File: config.mk
export PLATFORM = sky130hd
export DESIGN_NAME = rpc_config_regs
export DESIGN_NICKNAME = d
export VERILOG_FILES = /design/src/rpc_pkg.sv /design/src/rpc_rail_scale.sv /design/src/rpc_fault_gate.sv /design/src/rpc_config_regs.sv
export SDC_FILE = /design/constraint.sdc
export NUM_CORES = 1
export LEC_CHECK = 0
export BUFFER_PORTS_ARGS = -buffer_cell sky130_fd_sc_hd__buf_2
export CAP_MARGIN = 40
export CELL_PAD_IN_SITES_DETAIL_PLACEMENT = 0
export CELL_PAD_IN_SITES_GLOBAL_PLACEMENT = 1
export CORE_MARGIN = 2
export CORE_UTILIZATION = 29
export DETAILED_ROUTE_END_ITERATION = 10
export PLACE_DENSITY_LB_ADDON = 0.15
export SLEW_MARGIN = 10
export SYNTH_ARGS = -nofsm -noshare
export SYNTH_HDL_FRONTEND = slang
export SYNTH_SLANG_ARGS = --single-unit
File: constraint.sdc
create_clock -name clk_sys_i -period 5.68 [get_ports clk_sys_i]
set_input_delay 0.568 -clock clk_sys_i [delete_from_list [all_inputs] [get_ports clk_sys_i]]
set_output_delay 0.568 -clock clk_sys_i [all_outputs]
set_load 0.03 [all_outputs]
File: src/rpc_pkg.sv
/*
 * Shared constants for the rail protection configuration register bank:
 * register indices and byte addresses, field positions, reset values,
 * unlock key and the voltage scale figures of the buck rails.
 * Assumes an APB slave with 32-bit data and one aligned word per register.
 */
package rpc_pkg;

    // ------------------------------------------------------------------
    // Register indices and byte addresses
    // ------------------------------------------------------------------
    localparam logic [7:0]  RPC_IDX_FB_RATIO   = 8'h76;
    localparam logic [7:0]  RPC_IDX_OV_DIS     = 8'h77;
    localparam logic [7:0]  RPC_IDX_UV_DIS     = 8'h78;
    localparam logic [7:0]  RPC_IDX_OC_DIS     = 8'h79;
    localparam logic [7:0]  RPC_IDX_FAULT_REC  = 8'h7D;
    localparam logic [7:0]  RPC_IDX_UNLOCK     = 8'h7E;

    localparam int          RPC_ADDR_W         = 12;
    localparam logic [11:0] RPC_ADDR_FB_RATIO  = {2'h0, RPC_IDX_FB_RATIO, 2'h0};
    localparam logic [11:0] RPC_ADDR_OV_DIS    = {2'h0, RPC_IDX_OV_DIS, 2'h0};
    localparam logic [11:0] RPC_ADDR_UV_DIS    = {2'h0, RPC_IDX_UV_DIS, 2'h0};
    localparam logic [11:0] RPC_ADDR_OC_DIS    = {2'h0, RPC_IDX_OC_DIS, 2'h0};
    localparam logic [11:0] RPC_ADDR_FAULT_REC = {2'h0, RPC_IDX_FAULT_REC, 2'h0};
    localparam logic [11:0] RPC_ADDR_UNLOCK    = {2'h0, RPC_IDX_UNLOCK, 2'h0};

    // ------------------------------------------------------------------
    // Field positions and reset values
    // ------------------------------------------------------------------
    localparam int          RPC_NUM_RAILS      = 5;
    localparam int          RPC_FB_LSB         = 3;   // Rail one at bit 7, rail five at bit 3.
    localparam int          RPC_SUP_LSB        = 1;   // Linear output at bit 1.
    localparam int          RPC_NUM_OVUV       = 7;   // Input, five rails, linear output.
    localparam int          RPC_NUM_OC         = 6;   // Five rails, linear output.
    localparam int          RPC_REC_UV_LSB     = 8;
    localparam int          RPC_REC_OC_LSB     = 16;
    localparam logic [7:0]  RPC_RST_BYTE       = 8'h00;
    localparam logic [7:0]  RPC_UNLOCK_KEY     = 8'hA5;

    // ------------------------------------------------------------------
    // Rail voltage scale in millivolts
    // ------------------------------------------------------------------
    localparam int          RPC_MV_W           = 12;
    localparam int          RPC_MIN_MV         = 300;
    localparam int          RPC_FULL_MAX_MV    = 2100;
    localparam int          RPC_FULL_STEP_MV   = 10;
    localparam int          RPC_HALF_MAX_MV    = 3460;
    localparam int          RPC_HALF_STEP_MV   = 20;
    localparam int          RPC_FULL_MAX_CODE  = (RPC_FULL_MAX_MV - RPC_MIN_MV) / RPC_FULL_STEP_MV;
    localparam int          RPC_HALF_MAX_CODE  = (RPC_HALF_MAX_MV - RPC_MIN_MV) / RPC_HALF_STEP_MV;

endpackage

File: src/rpc_rail_scale.sv
/*
 * Converts one buck rail's voltage code into the output target and the
 * voltage seen at the feedback node, following the divider select bit.
 * Assumes code and select are synchronous to clk_sys_i; results lag by one clock.
 */
`timescale 1ns/1ns
module rpc_rail_scale #(
    parameter int CODE_W = 8
) (
    input  wire logic                        clk_sys_i,
    input  wire logic                        srst_i,
    input  wire logic                        div_sel_i,
    input  wire logic [CODE_W-1:0]           code_i,
    output logic      [rpc_pkg::RPC_MV_W-1:0] rail_output_voltage_mv_o,
    output logic      [rpc_pkg::RPC_MV_W-1:0] fb_mv_o
);
    import rpc_pkg::*;

    // ------------------------------------------------------------------
    // Elaboration check
    // ------------------------------------------------------------------
    if (CODE_W < 8 || CODE_W > 16) begin : g_bad_width
        $error("rpc_rail_scale: CODE_W must lie between 8 and 16");
    end

    logic [RPC_MV_W-1:0] rail_output_voltage_d;
    logic [RPC_MV_W-1:0] fb_d;
    logic [RPC_MV_W-1:0] rail_output_voltage_q;
    logic [RPC_MV_W-1:0] fb_q;
    logic [15:0]         code_c;

    // Codes beyond the range clamp to the top step rather than wrapping.
    always_comb begin
        code_c = 16'(code_i);
        if (div_sel_i) begin
            if (code_c > 16'(RPC_HALF_MAX_CODE)) begin
                code_c = 16'(RPC_HALF_MAX_CODE);
            end
            rail_output_voltage_d = RPC_MV_W'(RPC_MIN_MV + 32'(code_c) * RPC_HALF_STEP_MV);
            fb_d   = {1'b0, rail_output_voltage_d[RPC_MV_W-1:1]};
        end else begin
            if (code_c > 16'(RPC_FULL_MAX_CODE)) begin
                code_c = 16'(RPC_FULL_MAX_CODE);
            end
            rail_output_voltage_d = RPC_MV_W'(RPC_MIN_MV + 32'(code_c) * RPC_FULL_STEP_MV);
            fb_d   = rail_output_voltage_d;
        end
    end

    // Results are registered so the data outputs come from flip-flops.
    always_ff @(posedge clk_sys_i) begin
        if (srst_i) begin
            rail_output_voltage_q <= 12'h000;
            fb_q   <= 12'h000;
        end else begin
            rail_output_voltage_q <= rail_output_voltage_d;
            fb_q   <= fb_d;
        end
    end

    assign rail_output_voltage_mv_o = rail_output_voltage_q;
    assign fb_mv_o   = fb_q;

endmodule

File: src/rpc_fault_gate.sv
/*
 * Gates a group of raw fault flags with their disable bits, registers the
 * action flags and keeps a sticky record that software clears by writing one.
 * Assumes raw flags are synchronous to clk_sys_i.
 */
`timescale 1ns/1ns
module rpc_fault_gate #(
    parameter int N = 7
) (
    input  wire logic         clk_sys_i,
    input  wire logic         srst_i,
    input  wire logic [N-1:0] raw_i,
    input  wire logic [N-1:0] dis_i,
    input  wire logic [N-1:0] clr_i,
    output logic      [N-1:0] act_o,
    output logic      [N-1:0] rec_o
);

    // ------------------------------------------------------------------
    // Elaboration check
    // ------------------------------------------------------------------
    if (N < 1 || N > 8) begin : g_bad_n
        $error("rpc_fault_gate: N must lie between 1 and 8");
    end

    logic [N-1:0] act_d;
    logic [N-1:0] act_q;
    logic [N-1:0] rec_d;
    logic [N-1:0] rec_q;

    always_comb begin
        act_d = raw_i & ~dis_i;
        rec_d = (rec_q & ~clr_i) | act_d;  // A new fault beats a clear in the same cycle.
    end

    always_ff @(posedge clk_sys_i) begin
        if (srst_i) begin
            act_q <= '0;
            rec_q <= '0;
        end else begin
            act_q <= act_d;
            rec_q <= rec_d;
        end
    end

    assign act_o = act_q;
    assign rec_o = rec_q;

endmodule

File: src/rpc_config_regs.sv
/*
 * APB register bank for rail feedback ratio selection and per-supply
 * protection disables, with the rail scale converters and fault gating.
 * Assumes an APB master on clk_sys_i and fault flags synchronous to it.
 */
// Notes on behaviour
// - Rail select bits at 7..3, reserved 2..0; writes need test-mode unlock.
// - Select bit zero: feedback equals output, 0.3 to 2.1 V, 10 mV steps.
// - Select bit one: feedback is half output, 0.3 to 3.46 V, 20 mV steps.
// - Overvoltage disable: bit 7 input, 6..2 rails, 1 linear output, 0 reserved.
// - Overvoltage bit zero keeps protection active; one turns it off.
// - Undervoltage disable shares that map; zero active, one off; bit 0 reserved.
// - Overcurrent disable: 6..2 rails, 1 linear output; 7 and 0 reserved.
// - Overcurrent bit one turns off both cycle limit and protection together; the code has no cycle limit, it clears oc_protect_en_o and masks oc_trip_o.
`timescale 1ns/1ns
module rpc_config_regs #(
    parameter int CODE_W = 8
) (
    input  wire logic                                 clk_sys_i,
    input  wire logic                                 srst_i,
    input  wire logic [rpc_pkg::RPC_ADDR_W-1:0]       paddr_i,
    input  wire logic                                 psel_i,
    input  wire logic                                 penable_i,
    input  wire logic                                 pwrite_i,
    input  wire logic [31:0]                          pwdata_i,
    input  wire logic [3:0]                           pstrb_i,
    output logic      [31:0]                          prdata_o,
    output logic                                      pready_o,
    output logic                                      pslverr_o,
    input  wire logic [rpc_pkg::RPC_NUM_RAILS*CODE_W-1:0] rail_code_i,
    input  wire logic [rpc_pkg::RPC_NUM_OVUV-1:0]     ov_fault_raw_i,
    input  wire logic [rpc_pkg::RPC_NUM_OVUV-1:0]     uv_fault_raw_i,
    input  wire logic [rpc_pkg::RPC_NUM_OC-1:0]       oc_fault_raw_i,
    output logic      [rpc_pkg::RPC_NUM_RAILS-1:0]    rail_divider_select_o,
    output logic      [rpc_pkg::RPC_NUM_RAILS*rpc_pkg::RPC_MV_W-1:0] rail_output_mv_o,
    output logic      [rpc_pkg::RPC_NUM_RAILS*rpc_pkg::RPC_MV_W-1:0] rail_feedback_mv_o,
    output logic      [rpc_pkg::RPC_NUM_OVUV-1:0]     ov_protect_en_o,
    output logic      [rpc_pkg::RPC_NUM_OVUV-1:0]     uv_protect_en_o,
    output logic      [rpc_pkg::RPC_NUM_OC-1:0]       oc_protect_en_o,
    output logic      [rpc_pkg::RPC_NUM_OVUV-1:0]     ov_trip_o,
    output logic      [rpc_pkg::RPC_NUM_OVUV-1:0]     uv_trip_o,
    output logic      [rpc_pkg::RPC_NUM_OC-1:0]       oc_trip_o,
    output logic                                      test_unlocked_o
);
    import rpc_pkg::*;

    // ------------------------------------------------------------------
    // Elaboration check
    // ------------------------------------------------------------------
    if (CODE_W < 8 || CODE_W > 16) begin : g_bad_width
        $error("rpc_config_regs: CODE_W must lie between 8 and 16");
    end

    // ------------------------------------------------------------------
    // Bus decode
    // ------------------------------------------------------------------
    logic        wr_acc;
    logic        rd_setup;
    logic        hit_fb;
    logic        hit_ov;
    logic        hit_uv;
    logic        hit_oc;
    logic        hit_rec;
    logic        hit_key;
    logic        mapped;

    // Every register answers at once, so pready stays high.
    always_comb begin
        wr_acc   = psel_i && penable_i && pwrite_i;
        rd_setup = psel_i && !penable_i && !pwrite_i;
        hit_fb   = (paddr_i == RPC_ADDR_FB_RATIO);
        hit_ov   = (paddr_i == RPC_ADDR_OV_DIS);
        hit_uv   = (paddr_i == RPC_ADDR_UV_DIS);
        hit_oc   = (paddr_i == RPC_ADDR_OC_DIS);
        hit_rec  = (paddr_i == RPC_ADDR_FAULT_REC);
        hit_key  = (paddr_i == RPC_ADDR_UNLOCK);
        mapped   = hit_fb || hit_ov || hit_uv || hit_oc || hit_rec || hit_key;
    end

    assign pready_o  = 1'b1;
    assign pslverr_o = psel_i && penable_i && !mapped;

    // ------------------------------------------------------------------
    // Configuration registers
    // ------------------------------------------------------------------
    logic [7:0] fb_ratio_d;
    logic [7:0] fb_ratio_q;
    logic [7:0] ov_dis_d;
    logic [7:0] ov_dis_q;
    logic [7:0] uv_dis_d;
    logic [7:0] uv_dis_q;
    logic [7:0] oc_dis_d;
    logic [7:0] oc_dis_q;
    logic       unlock_d;
    logic       unlock_q;

    // Only byte lane 0 carries these registers; a write with that lane
    // off is accepted on the bus and changes nothing.
    always_comb begin
        fb_ratio_d = fb_ratio_q;
        ov_dis_d   = ov_dis_q;
        uv_dis_d   = uv_dis_q;
        oc_dis_d   = oc_dis_q;
        unlock_d   = unlock_q;
        if (wr_acc && pstrb_i[0]) begin
            if (hit_fb && unlock_q) begin
                fb_ratio_d = pwdata_i[7:0];
            end
            if (hit_ov) begin
                ov_dis_d = pwdata_i[7:0];
            end
            if (hit_uv) begin
                uv_dis_d = pwdata_i[7:0];
            end
            if (hit_oc) begin
                oc_dis_d = pwdata_i[7:0];
            end
            // Any value other than the key closes the lock again.
            if (hit_key) begin
                unlock_d = (pwdata_i[7:0] == RPC_UNLOCK_KEY);
            end
        end
    end

    always_ff @(posedge clk_sys_i) begin
        if (srst_i) begin
            fb_ratio_q <= RPC_RST_BYTE;
            ov_dis_q   <= RPC_RST_BYTE;
            uv_dis_q   <= RPC_RST_BYTE;
            oc_dis_q   <= RPC_RST_BYTE;
            unlock_q   <= 1'b0;
        end else begin
            fb_ratio_q <= fb_ratio_d;
            ov_dis_q   <= ov_dis_d;
            uv_dis_q   <= uv_dis_d;
            oc_dis_q   <= oc_dis_d;
            unlock_q   <= unlock_d;
        end
    end

    // ------------------------------------------------------------------
    // Protection enables
    // ------------------------------------------------------------------
    // zero keeps overvoltage.
    assign ov_protect_en_o = ~ov_dis_q[7:RPC_SUP_LSB];
    assign uv_protect_en_o = ~uv_dis_q[7:RPC_SUP_LSB];
    assign oc_protect_en_o = ~oc_dis_q[6:RPC_SUP_LSB];
    assign rail_divider_select_o = fb_ratio_q[7:RPC_FB_LSB];
    assign test_unlocked_o       = unlock_q;

    // ------------------------------------------------------------------
    // Rail scale converters
    // ------------------------------------------------------------------
    // Bit 7 is rail one, so the select vector is reversed per rail index.
    for (genvar r = 0; r < RPC_NUM_RAILS; r++) begin : g_rail
        rpc_rail_scale #(
            .CODE_W    (CODE_W)
        ) u_scale (
            .clk_sys_i (clk_sys_i),
            .srst_i    (srst_i),
            .div_sel_i (fb_ratio_q[7-r]),
            .code_i    (rail_code_i[r*CODE_W +: CODE_W]),
            .rail_output_voltage_mv_o (rail_output_mv_o[r*RPC_MV_W +: RPC_MV_W]),
            .fb_mv_o   (rail_feedback_mv_o[r*RPC_MV_W +: RPC_MV_W])
        );
    end

    // ------------------------------------------------------------------
    // Fault gating and record
    // ------------------------------------------------------------------
    logic [RPC_NUM_OVUV-1:0] ov_clr;
    logic [RPC_NUM_OVUV-1:0] uv_clr;
    logic [RPC_NUM_OC-1:0]   oc_clr;
    logic [RPC_NUM_OVUV-1:0] ov_rec;
    logic [RPC_NUM_OVUV-1:0] uv_rec;
    logic [RPC_NUM_OC-1:0]   oc_rec;

    // Writing one to a record bit clears it; each kind has its own lane.
    always_comb begin
        ov_clr = '0;
        uv_clr = '0;
        oc_clr = '0;
        if (wr_acc && hit_rec) begin
            ov_clr = pstrb_i[0] ? pwdata_i[RPC_NUM_OVUV-1:0] : '0;
            uv_clr = pstrb_i[1] ? pwdata_i[RPC_REC_UV_LSB +: RPC_NUM_OVUV] : '0;
            oc_clr = pstrb_i[2] ? pwdata_i[RPC_REC_OC_LSB +: RPC_NUM_OC] : '0;
        end
    end

    rpc_fault_gate #(.N(RPC_NUM_OVUV)) u_ov_gate (
        .clk_sys_i (clk_sys_i),
        .srst_i    (srst_i),
        .raw_i     (ov_fault_raw_i),
        .dis_i     (ov_dis_q[7:RPC_SUP_LSB]),
        .clr_i     (ov_clr),
        .act_o     (ov_trip_o),
        .rec_o     (ov_rec)
    );

    rpc_fault_gate #(.N(RPC_NUM_OVUV)) u_uv_gate (
        .clk_sys_i (clk_sys_i),
        .srst_i    (srst_i),
        .raw_i     (uv_fault_raw_i),
        .dis_i     (uv_dis_q[7:RPC_SUP_LSB]),
        .clr_i     (uv_clr),
        .act_o     (uv_trip_o),
        .rec_o     (uv_rec)
    );

    rpc_fault_gate #(.N(RPC_NUM_OC)) u_oc_gate (
        .clk_sys_i (clk_sys_i),
        .srst_i    (srst_i),
        .raw_i     (oc_fault_raw_i),
        .dis_i     (oc_dis_q[6:RPC_SUP_LSB]),
        .clr_i     (oc_clr),
        .act_o     (oc_trip_o),
        .rec_o     (oc_rec)
    );

    // ------------------------------------------------------------------
    // Read data
    // ------------------------------------------------------------------
    logic [31:0] prdata_d;
    logic [31:0] prdata_q;

    // Read data is captured in the setup cycle so it stands registered
    // through the access cycle; it holds otherwise to save toggling.
    always_comb begin
        prdata_d = prdata_q;
        if (rd_setup) begin
            prdata_d = 32'h0000_0000;
            if (hit_fb) begin
                prdata_d[7:0] = fb_ratio_q;
            end
            if (hit_ov) begin
                prdata_d[7:0] = ov_dis_q;
            end
            if (hit_uv) begin
                prdata_d[7:0] = uv_dis_q;
            end
            if (hit_oc) begin
                prdata_d[7:0] = oc_dis_q;
            end
            if (hit_rec) begin
                prdata_d[RPC_NUM_OVUV-1:0]                 = ov_rec;
                prdata_d[RPC_REC_UV_LSB +: RPC_NUM_OVUV]  = uv_rec;
                prdata_d[RPC_REC_OC_LSB +: RPC_NUM_OC]    = oc_rec;
            end
            if (hit_key) begin
                prdata_d[0] = unlock_q;
            end
        end
    end

    always_ff @(posedge clk_sys_i) begin
        if (srst_i) begin
            prdata_q <= 32'h0000_0000;
        end else begin
            prdata_q <= prdata_d;
        end
    end

    assign prdata_o = prdata_q;
endmodule

### Word level (Yosys, flattened, before mapping)

Cells that the tools add are included.

* register bits: 214
* input port bits: 113
* output and inout port bits: 200
* word-level logic and storage cells: 149

* add/subtract/negate cells: 10
* $mul: 10
* $lt $le $gt $ge: 10
* equality and inequality tests: 7
* multiplexer cells: 44
* bitwise gates (word level): 15
* reduce and logical (&&, ||, !) cells: 26

Operators by type and width (count)
* $mux W16: 10
* $add A9 B12 Y12 const A: 10
* $mux W8: 14
* $gt A8 B8 Y1 const B: 10
* $mul A16 B3 Y10 const B: 5
* $mul A16 B3 Y11 const B: 5
* $eq A12 B9 Y1 const B: 6
* $mux W12: 5
* $mux W11: 5
* $mux W7: 6
* $and A7 B7 Y7: 4
* $not A7 Y7: 4
* $mux W6: 3
* $or A7 B7 Y7: 2
* $and A6 B6 Y6: 2
* $not A6 Y6: 2
* $reduce_and A2 Y1: 5
* $reduce_or A2 Y1: 5
* $eq A8 B8 Y1 const B: 1
* $logic_and A1 B1 Y1: 8
* $or A6 B6 Y6: 1
* $logic_or A1 B1 Y1: 5
* $logic_not A1 Y1: 3
* $mux W1: 1

### Logic depth before layout (Yosys ltp)

Gate-level depths: netlist (run 1).

* word-level depth: 8
* mapped depth: 15
* mapped depth without buffers: 14

### Cells and area by module

From an unflattened synthesis (run 1), not the netlist that was laid out.

* cells, all modules: 1525
* area total of the unflattened synthesis: 13093.8 um^2

Modules (own cells, without submodules)
* rpc_rail_scale: times used 5, cells an instance 217, area each 1794.2 um^2, seq. area each 440.4 um^2
* rpc_config_regs: times used 1, cells an instance 317, area each 2825.2 um^2, seq. area each 1081.0 um^2
* rpc_fault_gate (u_ov_gate ...): times used 2, cells an instance 43, area each 451.7 um^2, seq. area each 280.3 um^2
* rpc_fault_gate (u_oc_gate): times used 1, cells an instance 37, area each 394.1 um^2, seq. area each 240.2 um^2

### Worst setup path before layout (run 1)

OpenSTA, ideal clock, no wires.

* kind: input-to-reg
* from: in rail_code_i[31] (netlist name)
* to: reg g_rail[3].u_scale.rail_output_voltage_q[11]
* setup time: 0.074 ns
* arrival time: 3.419 ns
* path slack: 2.186 ns
* stages on the path: 15
* cell sequence: clkbuf_1 and4b_1 o21ai_0 and2_1 nand2_1 inv_1 ha_1 ha_1 fa_1 xor2_1 o21ai_0 nor3b_1 a311oi_1 o32a_1 o21ai_0

* longest elaborated chain between the ends: 6
* elaborated cells between the ends (all ways): 11
* those cells by class: 2 x add/sub; 2 x mul; 2 x order compare; 5 x mux

RTL lines
* from (decl): line rpc_config_regs.sv:30 `input wire logic [rpc_pkg::RPC_NUM_RAILS*CODE_W-1:0] rail_code_i,`
* $gt A8 B8 Y1 (on tied branches): line rpc_rail_scale.sv:42, rpc_rail_scale.sv:36
* $mux W8 (on tied branches): line rpc_rail_scale.sv:42, rpc_rail_scale.sv:36
* $mux W16: line rpc_rail_scale.sv:35 `if (div_sel_i) begin`
* $mul A16 B3 Y11 or $mul A16 B3 Y10 (tied branches): line rpc_rail_scale.sv:45, rpc_rail_scale.sv:39
* $add A9 B12 Y12 (on tied branches): line rpc_rail_scale.sv:45, rpc_rail_scale.sv:39
* $mux W12 *: line rpc_rail_scale.sv:35
* to (signal assigned): line rpc_rail_scale.sv:56 `rail_output_voltage_q <= rail_output_voltage_d;`
* to (decl): line rpc_rail_scale.sv:28 `logic [RPC_MV_W-1:0] rail_output_voltage_q;`

Every way passes the cells marked *; elsewhere a longest branch is shown, timed or not. The select of a mux whose other input is x is not followed.
A chain may end at the register's enable or synchronous reset.

### Final worst setup path (run 1)

* from: in rail_code_i[37] (netlist name)
* to: reg g_rail[4].u_scale.fb_q[8]

* longest elaborated chain between the ends: 6
* elaborated cells between the ends (all ways): 11
* those cells by class: 2 x add/sub; 2 x mul; 2 x order compare; 5 x mux

RTL lines
* $gt A8 B8 Y1 (on tied branches): line rpc_rail_scale.sv:42, rpc_rail_scale.sv:36
* $mux W8 (on tied branches): line rpc_rail_scale.sv:42, rpc_rail_scale.sv:36
* $mux W16: line rpc_rail_scale.sv:35
* $mul A16 B3 Y11 or $mul A16 B3 Y10 (tied branches): line rpc_rail_scale.sv:45, rpc_rail_scale.sv:39
* $add A9 B12 Y12 (on tied branches): line rpc_rail_scale.sv:45, rpc_rail_scale.sv:39
* $mux W11 *: line rpc_rail_scale.sv:35
* to (signal assigned): line rpc_rail_scale.sv:54 `fb_q <= 12'h000;`
* to (signal assigned): line rpc_rail_scale.sv:57 `fb_q <= fb_d;`
* to (decl): line rpc_rail_scale.sv:29 `logic [RPC_MV_W-1:0] fb_q;`

Marks and branches as above.

==> flow_metrics.py, run 1 <==
metrics = {
    "cts": {
        "cts_resized": 0,
        "cts_tree": "done",
        "holdBufCountCts": 0,
        "cts-root-buf": "clkbuf_16",
        "clock_sinks": 204,
        "post_cts_buffers": 0,
        "clk_latency_ps": 550,
        "clock_path_buffers": 3,
        "clk_pin_slew_worst_paths_ps": 60,
        "cts_inserted_buffers": 25,
        "htree_levels": 1,
    },
    "synthesis": {
        "yosysMostFrequentCell": "dfxtp_1",
        "synth_enable_flop_cells": 0,
        "ys_types": 69,
        "synth.cells.most_frequent": "204 x dfxtp_1, 125 x nor2_1, 95 x ha_1",
        "yosys.area.top_type": "dfxtp_1",
        "synth-seq-cells": 204,
        "syn_inst": 1498,
        "ys_top_cells_by_area": "dfxtp_1 32%, ha_1 9.4%, mux2i_1 4.4%",
        "syn_area_per_cell_sq_um": 8.46,
        "syn-cell-area_sq_um": 12700,
        "yosys_most_used_dff": "dfxtp_1",
        "ys_seq_area_share_pct": 32.2,
        "synthArstFlopShare_pct": 0,
        "synth_top_area_share_pct": 32.2,
        "ys_warn_count": 0,
    },
    "floorplan": {
        "start_util_pct": 29.4,
        "die_y_um": 213,
        "ios": 313,
        "core_sq_um": 43100,
        "die_x_um": 213,
        "die-area_sq_um": 45400,
        "row_count": 76,
    },
    "cells_and_area": {
        "final_area_sq_um": 15300,
        "syn_to_final_growth_pct": 20.7,
        "fillers": 4658,
        "num-nets-final": 1955,
        "drive_gt1_share_pct": 22.3,
        "final_cells": 2342,
    },
    "power": {
        "power_frac_comb_pct": 34.8,
        "switchingPower_w": 0.00187,
        "ir_drop_v": 0.000238,
        "intPower_w": 0.00328,
        "p_leak_nw": 7.06,
        "powerDensity_nw_per_um2": 336,
        "switching_share_pct": 36.3,
        "clkPwrFrac_pct": 32.7,
        "p_seq_share_pct": 32.5,
    },
    "status": {
        "outcome": "finished, final reports clean",
    },
    "timing": {
        "drv_slew": 0,
        "period_needed_ps": 3460,
        "max_freq_mhz": 289,
        "clock_skew_ps": 8.47,
        "slew_headroom_pct": 44.2,
        "rsz0062_at_grt": "false",
        "setup_viol": 0,
        "hold_viol": 0,
        "tightest_slew_ps": 837,
        "tns_ps": 0,
        "period_share_pct": 60.9,
    },
    "global_routing": {
        "antenna_found_initial": 2,
        "grt_pass1_wl_um": 60000,
        "first_global_vias": 11021,
        "grt_max_degree": 70,
        "grt_util_all_layers_pct": 16.6,
        "gr-total-overflow": 0,
    },
    "place": {
        "place_area_sq_um": 14400,
        "portBuffers": 278,
        "dp.cells": 2295,
        "dp_hpwl_um": 30200,
        "gp_congestion": 0.811,
    },
    "critical_path": {
        "startpoint_type": "input pin",
        "cp.required_ps": 6120,
        "worstPathCellList": "buf_2, and4b_1, o21ai_0, and2_1, nand2_1, inv_1, ha_1, ha_1, fa_1, xor2_1, o21ai_0, nor3_1, xnor2_1, nand2b_1, o21ai_0",
        "crit_path_top_delay_cell": "fa_1",
        "path_buf_inv": 2,
        "arrival_ps": 3900,
        "crit_fanout": 11,
        "end_kind": "register",
        "cp_top_family": "simple AND/OR/NAND/NOR gates",
        "cp_slowest_stage_delay_ps": 420,
        "critPathMostFrequentCell": "o21ai_0",
        "path_class": "input pin to register",
    },
    "detailed_routing": {
        "viasPerCell": 4.82,
        "vias": 11292,
        "drc": 0,
        "routed_wl_um": 38900,
        "drtIter0Drc": 693,
        "wl_per_cell_um": 16.6,
        "drt_first_pass_iters": 5,
        "ant_nets": 0,
    },
    "min_path": {
        "min_path_type": "input pin to register",
    },
    "job": {
        "cap_viol_max_count": 0,
    },
}
-- metrics by stage --
step	worst slack (ps)	utilization, %	power [W]	hold WS (ps)
floorplan	2190	-	0.00303	460
global placement	1650	33.4	0.00350	441
detailed placement	1700	33.5	0.00350	449
CTS	2280	35.5	0.00523	247
global route	1940	35.5	0.00546	277
finish	2220	35.5	0.00514	279
-- worst paths after layout --
path | slack, ps | depth (start not counted) | to | startpoint
max | 2220 | 15 | g_rail[4].u_scale.fb_mv_o[8]$_SDFF_PP0_ | rail_code_i[37]
min | 280 | 2 | u_uv_gate.act_o[5]$_SDFF_PP0_ | uv_fault_raw_i[5]
max reg2reg | 3970 | 4 | g_rail[4].u_scale.rail_output_voltage_mv_o[11]$_SDFF_PP0_ | fb_ratio_q[3]$_SDFFE_PP0P_
min reg2reg | 460 | 2 | prdata_o[0]$_SDFFE_PP0P_ | prdata_o[0]$_SDFFE_PP0P_
-- kinds of logic after synthesis --
group	after synthesis	synth area share, %
fa+ha+maj	105	11.0
simple gates	494	20.5
mux	56	4.42
xor+xnor	94	6.49
flops	204	32.2
buf+inv	167	6.26
compound gates	376	19.1
other cells	2	0.0592
-- layout by cell type (no fill, tap or decap), types with 6 or more instances in the layout --
cell type,synthesis,final
a21o_1,7,7
o21bai_1,9,9
nand3b_1,6,6
o21ai_0,93,93
fa_1,10,10
a21oi_1,93,93
a22oi_1,13,13
ha_1,95,95
o211ai_1,15,15
or2_2,29,29
and3_1,35,35
xnor2_1,63,63
clkbuf_16,0,25
or3_1,20,20
inv_1,74,73
a31o_2,20,20
and3b_1,11,11
buf_2,2,278
nand2_1,91,91
o31ai_1,11,11
nor2_1,125,125
o21a_1,13,13
conb_1,2,22
xor2_1,31,31
dfxtp_1,204,204
a21boi_0,8,8
nor4_1,7,7
o22ai_1,21,21
nand3_1,21,21
and2_1,26,26
nand2b_1,56,56
mux2i_1,56,56
nor3_1,17,17
nor2b_1,20,20
a211oi_1,31,31
-- sequential cells by signal, indices dropped and copies added, names as in the netlist, 7 cells and up --
name / cells
fb_ratio_q: 8
g_rail.u_scale.fb_mv_o: 55
g_rail.u_scale.rail_output_voltage_mv_o: 55
oc_dis_q: 8
ov_dis_q: 8
prdata_o: 21
u_ov_gate.act_o: 7
u_ov_gate.rec_o: 7
u_uv_gate.act_o: 7
u_uv_gate.rec_o: 7
uv_dis_q: 8
-- per-layer routing --
layer	global-route usage, %	part of all wire, %
met5	0	0
met4	3.57	1.5
met3	3.04	5.9
met2	27.9	46
met1	22.2	47
-- layout make-up --
type                            instances  area, sq um  area share (%)
Multi-Input combinational cell       1147         7880            51.5
Sequential cell                       204         4080            26.7
Inverter                               74          278            1.81
Tap cell                              585          732            4.78
Clock buffer                           34          709            4.64
Clock inverter                         11          160            1.05
Antenna cell                            2         5.00          0.0327
Timing Repair Buffer                  285         1460            9.53
-- power groups by stage --
stage | combinational [W] | sequential (W) | clock (W)
floorplan | 0.000974 | 0.00206 | 0
global placement | 0.00180 | 0.00170 | 0
detailed placement | 0.00180 | 0.00170 | 0
CTS | 0.00181 | 0.00167 | 0.00174
global route | 0.00197 | 0.00169 | 0.00180
finish | 0.00179 | 0.00167 | 0.00168
-- worst reg2reg max path: cells and delay by family, from the launching register on --
family / cells / cell delay, ps
muxes: 1 / 110
and+or+nand+nor: 2 / 550
AOI/OAI and AO/OA: 1 / 110
DFF: 1 / 860
(Power assumes the default switching activity.)
==> inputs of run 2 (changes only) <==
Clock period 5.68 ns to 3.1 ns, I/O delays scaled along.
==> flow_metrics.py, run 2 (synthesized netlist as in run 1, its figures left out) <==
metrics = {
    "detailed_routing": {
        "drt_first_pass_iters": 5,
        "ant_nets": 0,
        "viasPerCell": 4.70,
        "routed_wl_um": 39800,
        "drtIter0Drc": 508,
        "drc": 0,
        "wl_per_cell_um": 15.6,
        "vias": 11973,
    },
    "global_routing": {
        "grt_pass1_wl_um": 61900,
        "grt_util_all_layers_pct": 17.0,
        "grt_busiest_layer": "met2",
        "gr-total-overflow": 0,
        "antenna_found_initial": 0,
        "grt_max_degree": 72,
        "grt_use_met3_pct": 2.85,
        "first_global_vias": 11602,
        "grt_use_met2_pct": 28.3,
        "use_met1_pct": 22.9,
    },
    "cells_and_area": {
        "layout_commonest_cell": "buf_2",
        "final_cells": 2545,
        "drive_gt1_share_pct": 30.8,
        "num-nets-final": 2160,
        "syn_to_final_growth_pct": 33.8,
        "layout_common_cells": "277 x buf_2, 204 x dfxtp_1, 203 x buf_4",
        "antenna_cells": 0,
        "fillers": 4548,
        "regArea_sq_um": 4080,
        "multi_input_area_sq_um": 7950,
    },
    "cts": {
        "clk_pin_slew_worst_paths_ps": 60,
        "cts_tree": "done",
        "clock_path_buffers": 3,
        "cts_inserted_buffers": 26,
        "post_cts_buffers": 0,
        "clock_sinks": 204,
        "clk_latency_ps": 550,
        "htree_levels": 1,
        "cts-root-buf": "clkbuf_16",
    },
    "critical_path": {
        "worstPathCellList": "buf_2, and4b_1, o21ai_0, and2_1, nand2_1, inv_1, ha_1, ha_1, fa_1, a211oi_2, nor2_1, xor2_1, a311oi_2, buf_4, xnor2_1, o22ai_1",
        "end_kind": "register",
        "crit_path_top_delay_cell": "fa_1",
        "path_buf_inv": 3,
        "cp_slowest_stage_delay_ps": 450,
        "critPathMostFrequentCell": "ha_1",
        "crit-reg2reg-launch": "fb_ratio_q[6]$_SDFFE_PP0P_",
        "cp_top_family": "adder cells",
        "cp.required_ps": 3500,
        "path_class": "input pin to register",
        "startpoint_type": "input pin",
        "startpoint": "rail_code_i[6]",
        "crit_fanout": 5,
        "arrival_ps": 3250,
    },
    "timing": {
        "timing.final.ws_setup_ps": 250,
        "hold_viol": 0,
        "drv_slew": 0,
        "rsz0062_at_grt": "false",
        "clock_skew_ps": 16.9,
        "period_needed_ps": 2850,
        "slew_headroom_pct": 44.0,
        "whs_ps": 31.8,
        "tightest_slew_ps": 839,
        "setup_viol": 0,
        "max_freq_mhz": 351,
        "period_share_pct": 91.9,
    },
    "power": {
        "powerDensity_nw_per_um2": 588,
        "switching_share_pct": 35.1,
        "p_seq_share_pct": 30.8,
        "power_frac_comb_pct": 37.8,
        "ir_drop_v": 0.000394,
        "clkPwrFrac_pct": 31.5,
        "intPower_w": 0.00648,
        "p_leak_nw": 8.05,
        "switchingPower_w": 0.00350,
    },
    "floorplan": {
        "die_x_um": 213,
        "ios": 313,
        "die_y_um": 213,
        "row_count": 76,
        "core_sq_um": 43100,
        "start_util_pct": 29.4,
        "die-area_sq_um": 45400,
    },
    "place": {
        "portBuffers": 278,
        "dp.cells": 2492,
        "pre_cts_slack_ps": -254,
        "dp_hpwl_um": 31600,
        "gp_congestion": 0.821,
    },
    "min_path": {
        "min_from": "oc_fault_raw_i[2]",
        "min_path_type": "input pin to register",
    },
    "job": {
        "cap_viol_max_count": 0,
    },
    "status": {
        "outcome": "finished, final reports clean",
    },
}
run 2: cell types whose count changed in the layout (fill, tap and decap cells not counted), sizes merged:
cell / previous run / this run
clkbuf: 34 / 38
dlygate4sd3: 0 / 7
buf: 285 / 482
diode: 2 / 0
clkinv: 3 / 2
inv: 76 / 74
run 2: timing repair:
| item | in CTS | in global routing |
|---|---|---|
| gates resized for setup | 0 | 4 |
| endpoints found under the hold margin | 7 | 0 |
| hold buffers | 7 | 0 |
| endpoints found under the setup margin | 0 | 4 |
run 2: metrics by stage:
step | power (W) | TNS, ps | cell area (sq um) | utilization (%)
final | 0.00998 | 0 | 17000 | 39.4
after global routing | 0.0106 | 0 | 17000 | 39.4
after CTS | 0.0101 | 0 | 16900 | 39.3
after detailed placement | 0.00690 | -7070 | 16000 | 37.1
after global placement | 0.00690 | -6070 | 16000 | 37.0
after floorplan | 0.00559 | -66.7 | 12800 | -
run 2: power groups by stage:
stage | sequential [W] | clock [W] | combinational (W)
final | 0.00307 | 0.00314 | 0.00377
after detailed placement | 0.00313 | 0 | 0.00377
after floorplan | 0.00377 | 0 | 0.00182
after global placement | 0.00313 | 0 | 0.00377
after CTS | 0.00308 | 0.00325 | 0.00380
after global routing | 0.00311 | 0.00335 | 0.00414
run 2: worst register-to-register path: cells and delay by family, from the launching register on:
family	cells	cell delay, ps
flip-flops	1	860
multiplexers	1	100
AO/OA/AOI/OAI	1	100
AND/OR/NAND/NOR	2	570
run 2: final timing paths:
kind,end,depth (start not counted),slack [ps]
hold / removal,u_oc_gate.act_o[2]$_SDFF_PP0_,2,30
setup / recovery,g_rail[0].u_scale.rail_output_voltage_mv_o[9]$_SDFF_PP0_,16,250
hold reg to reg,prdata_o[0]$_SDFFE_PP0P_,2,460
setup reg to reg,g_rail[1].u_scale.rail_output_voltage_mv_o[11]$_SDFF_PP0_,4,1410
run 2: layer usage:
layer  part of all wire [%]  vias up
li1                       -     6138
met1                     47     5554
met2                     46      243
met3                    5.1       38
met4                    1.7        0
met5                      0        -
run 2: cell type report:
type | count | share of cell area [%]
clock buffer | 38 | 4.51
clock inverter | 8 | 0.811
inverter | 74 | 1.64
multi-input combinational | 1147 | 46.9
sequential | 204 | 24.1
tap | 585 | 4.31
timing repair buffer | 489 | 17.8
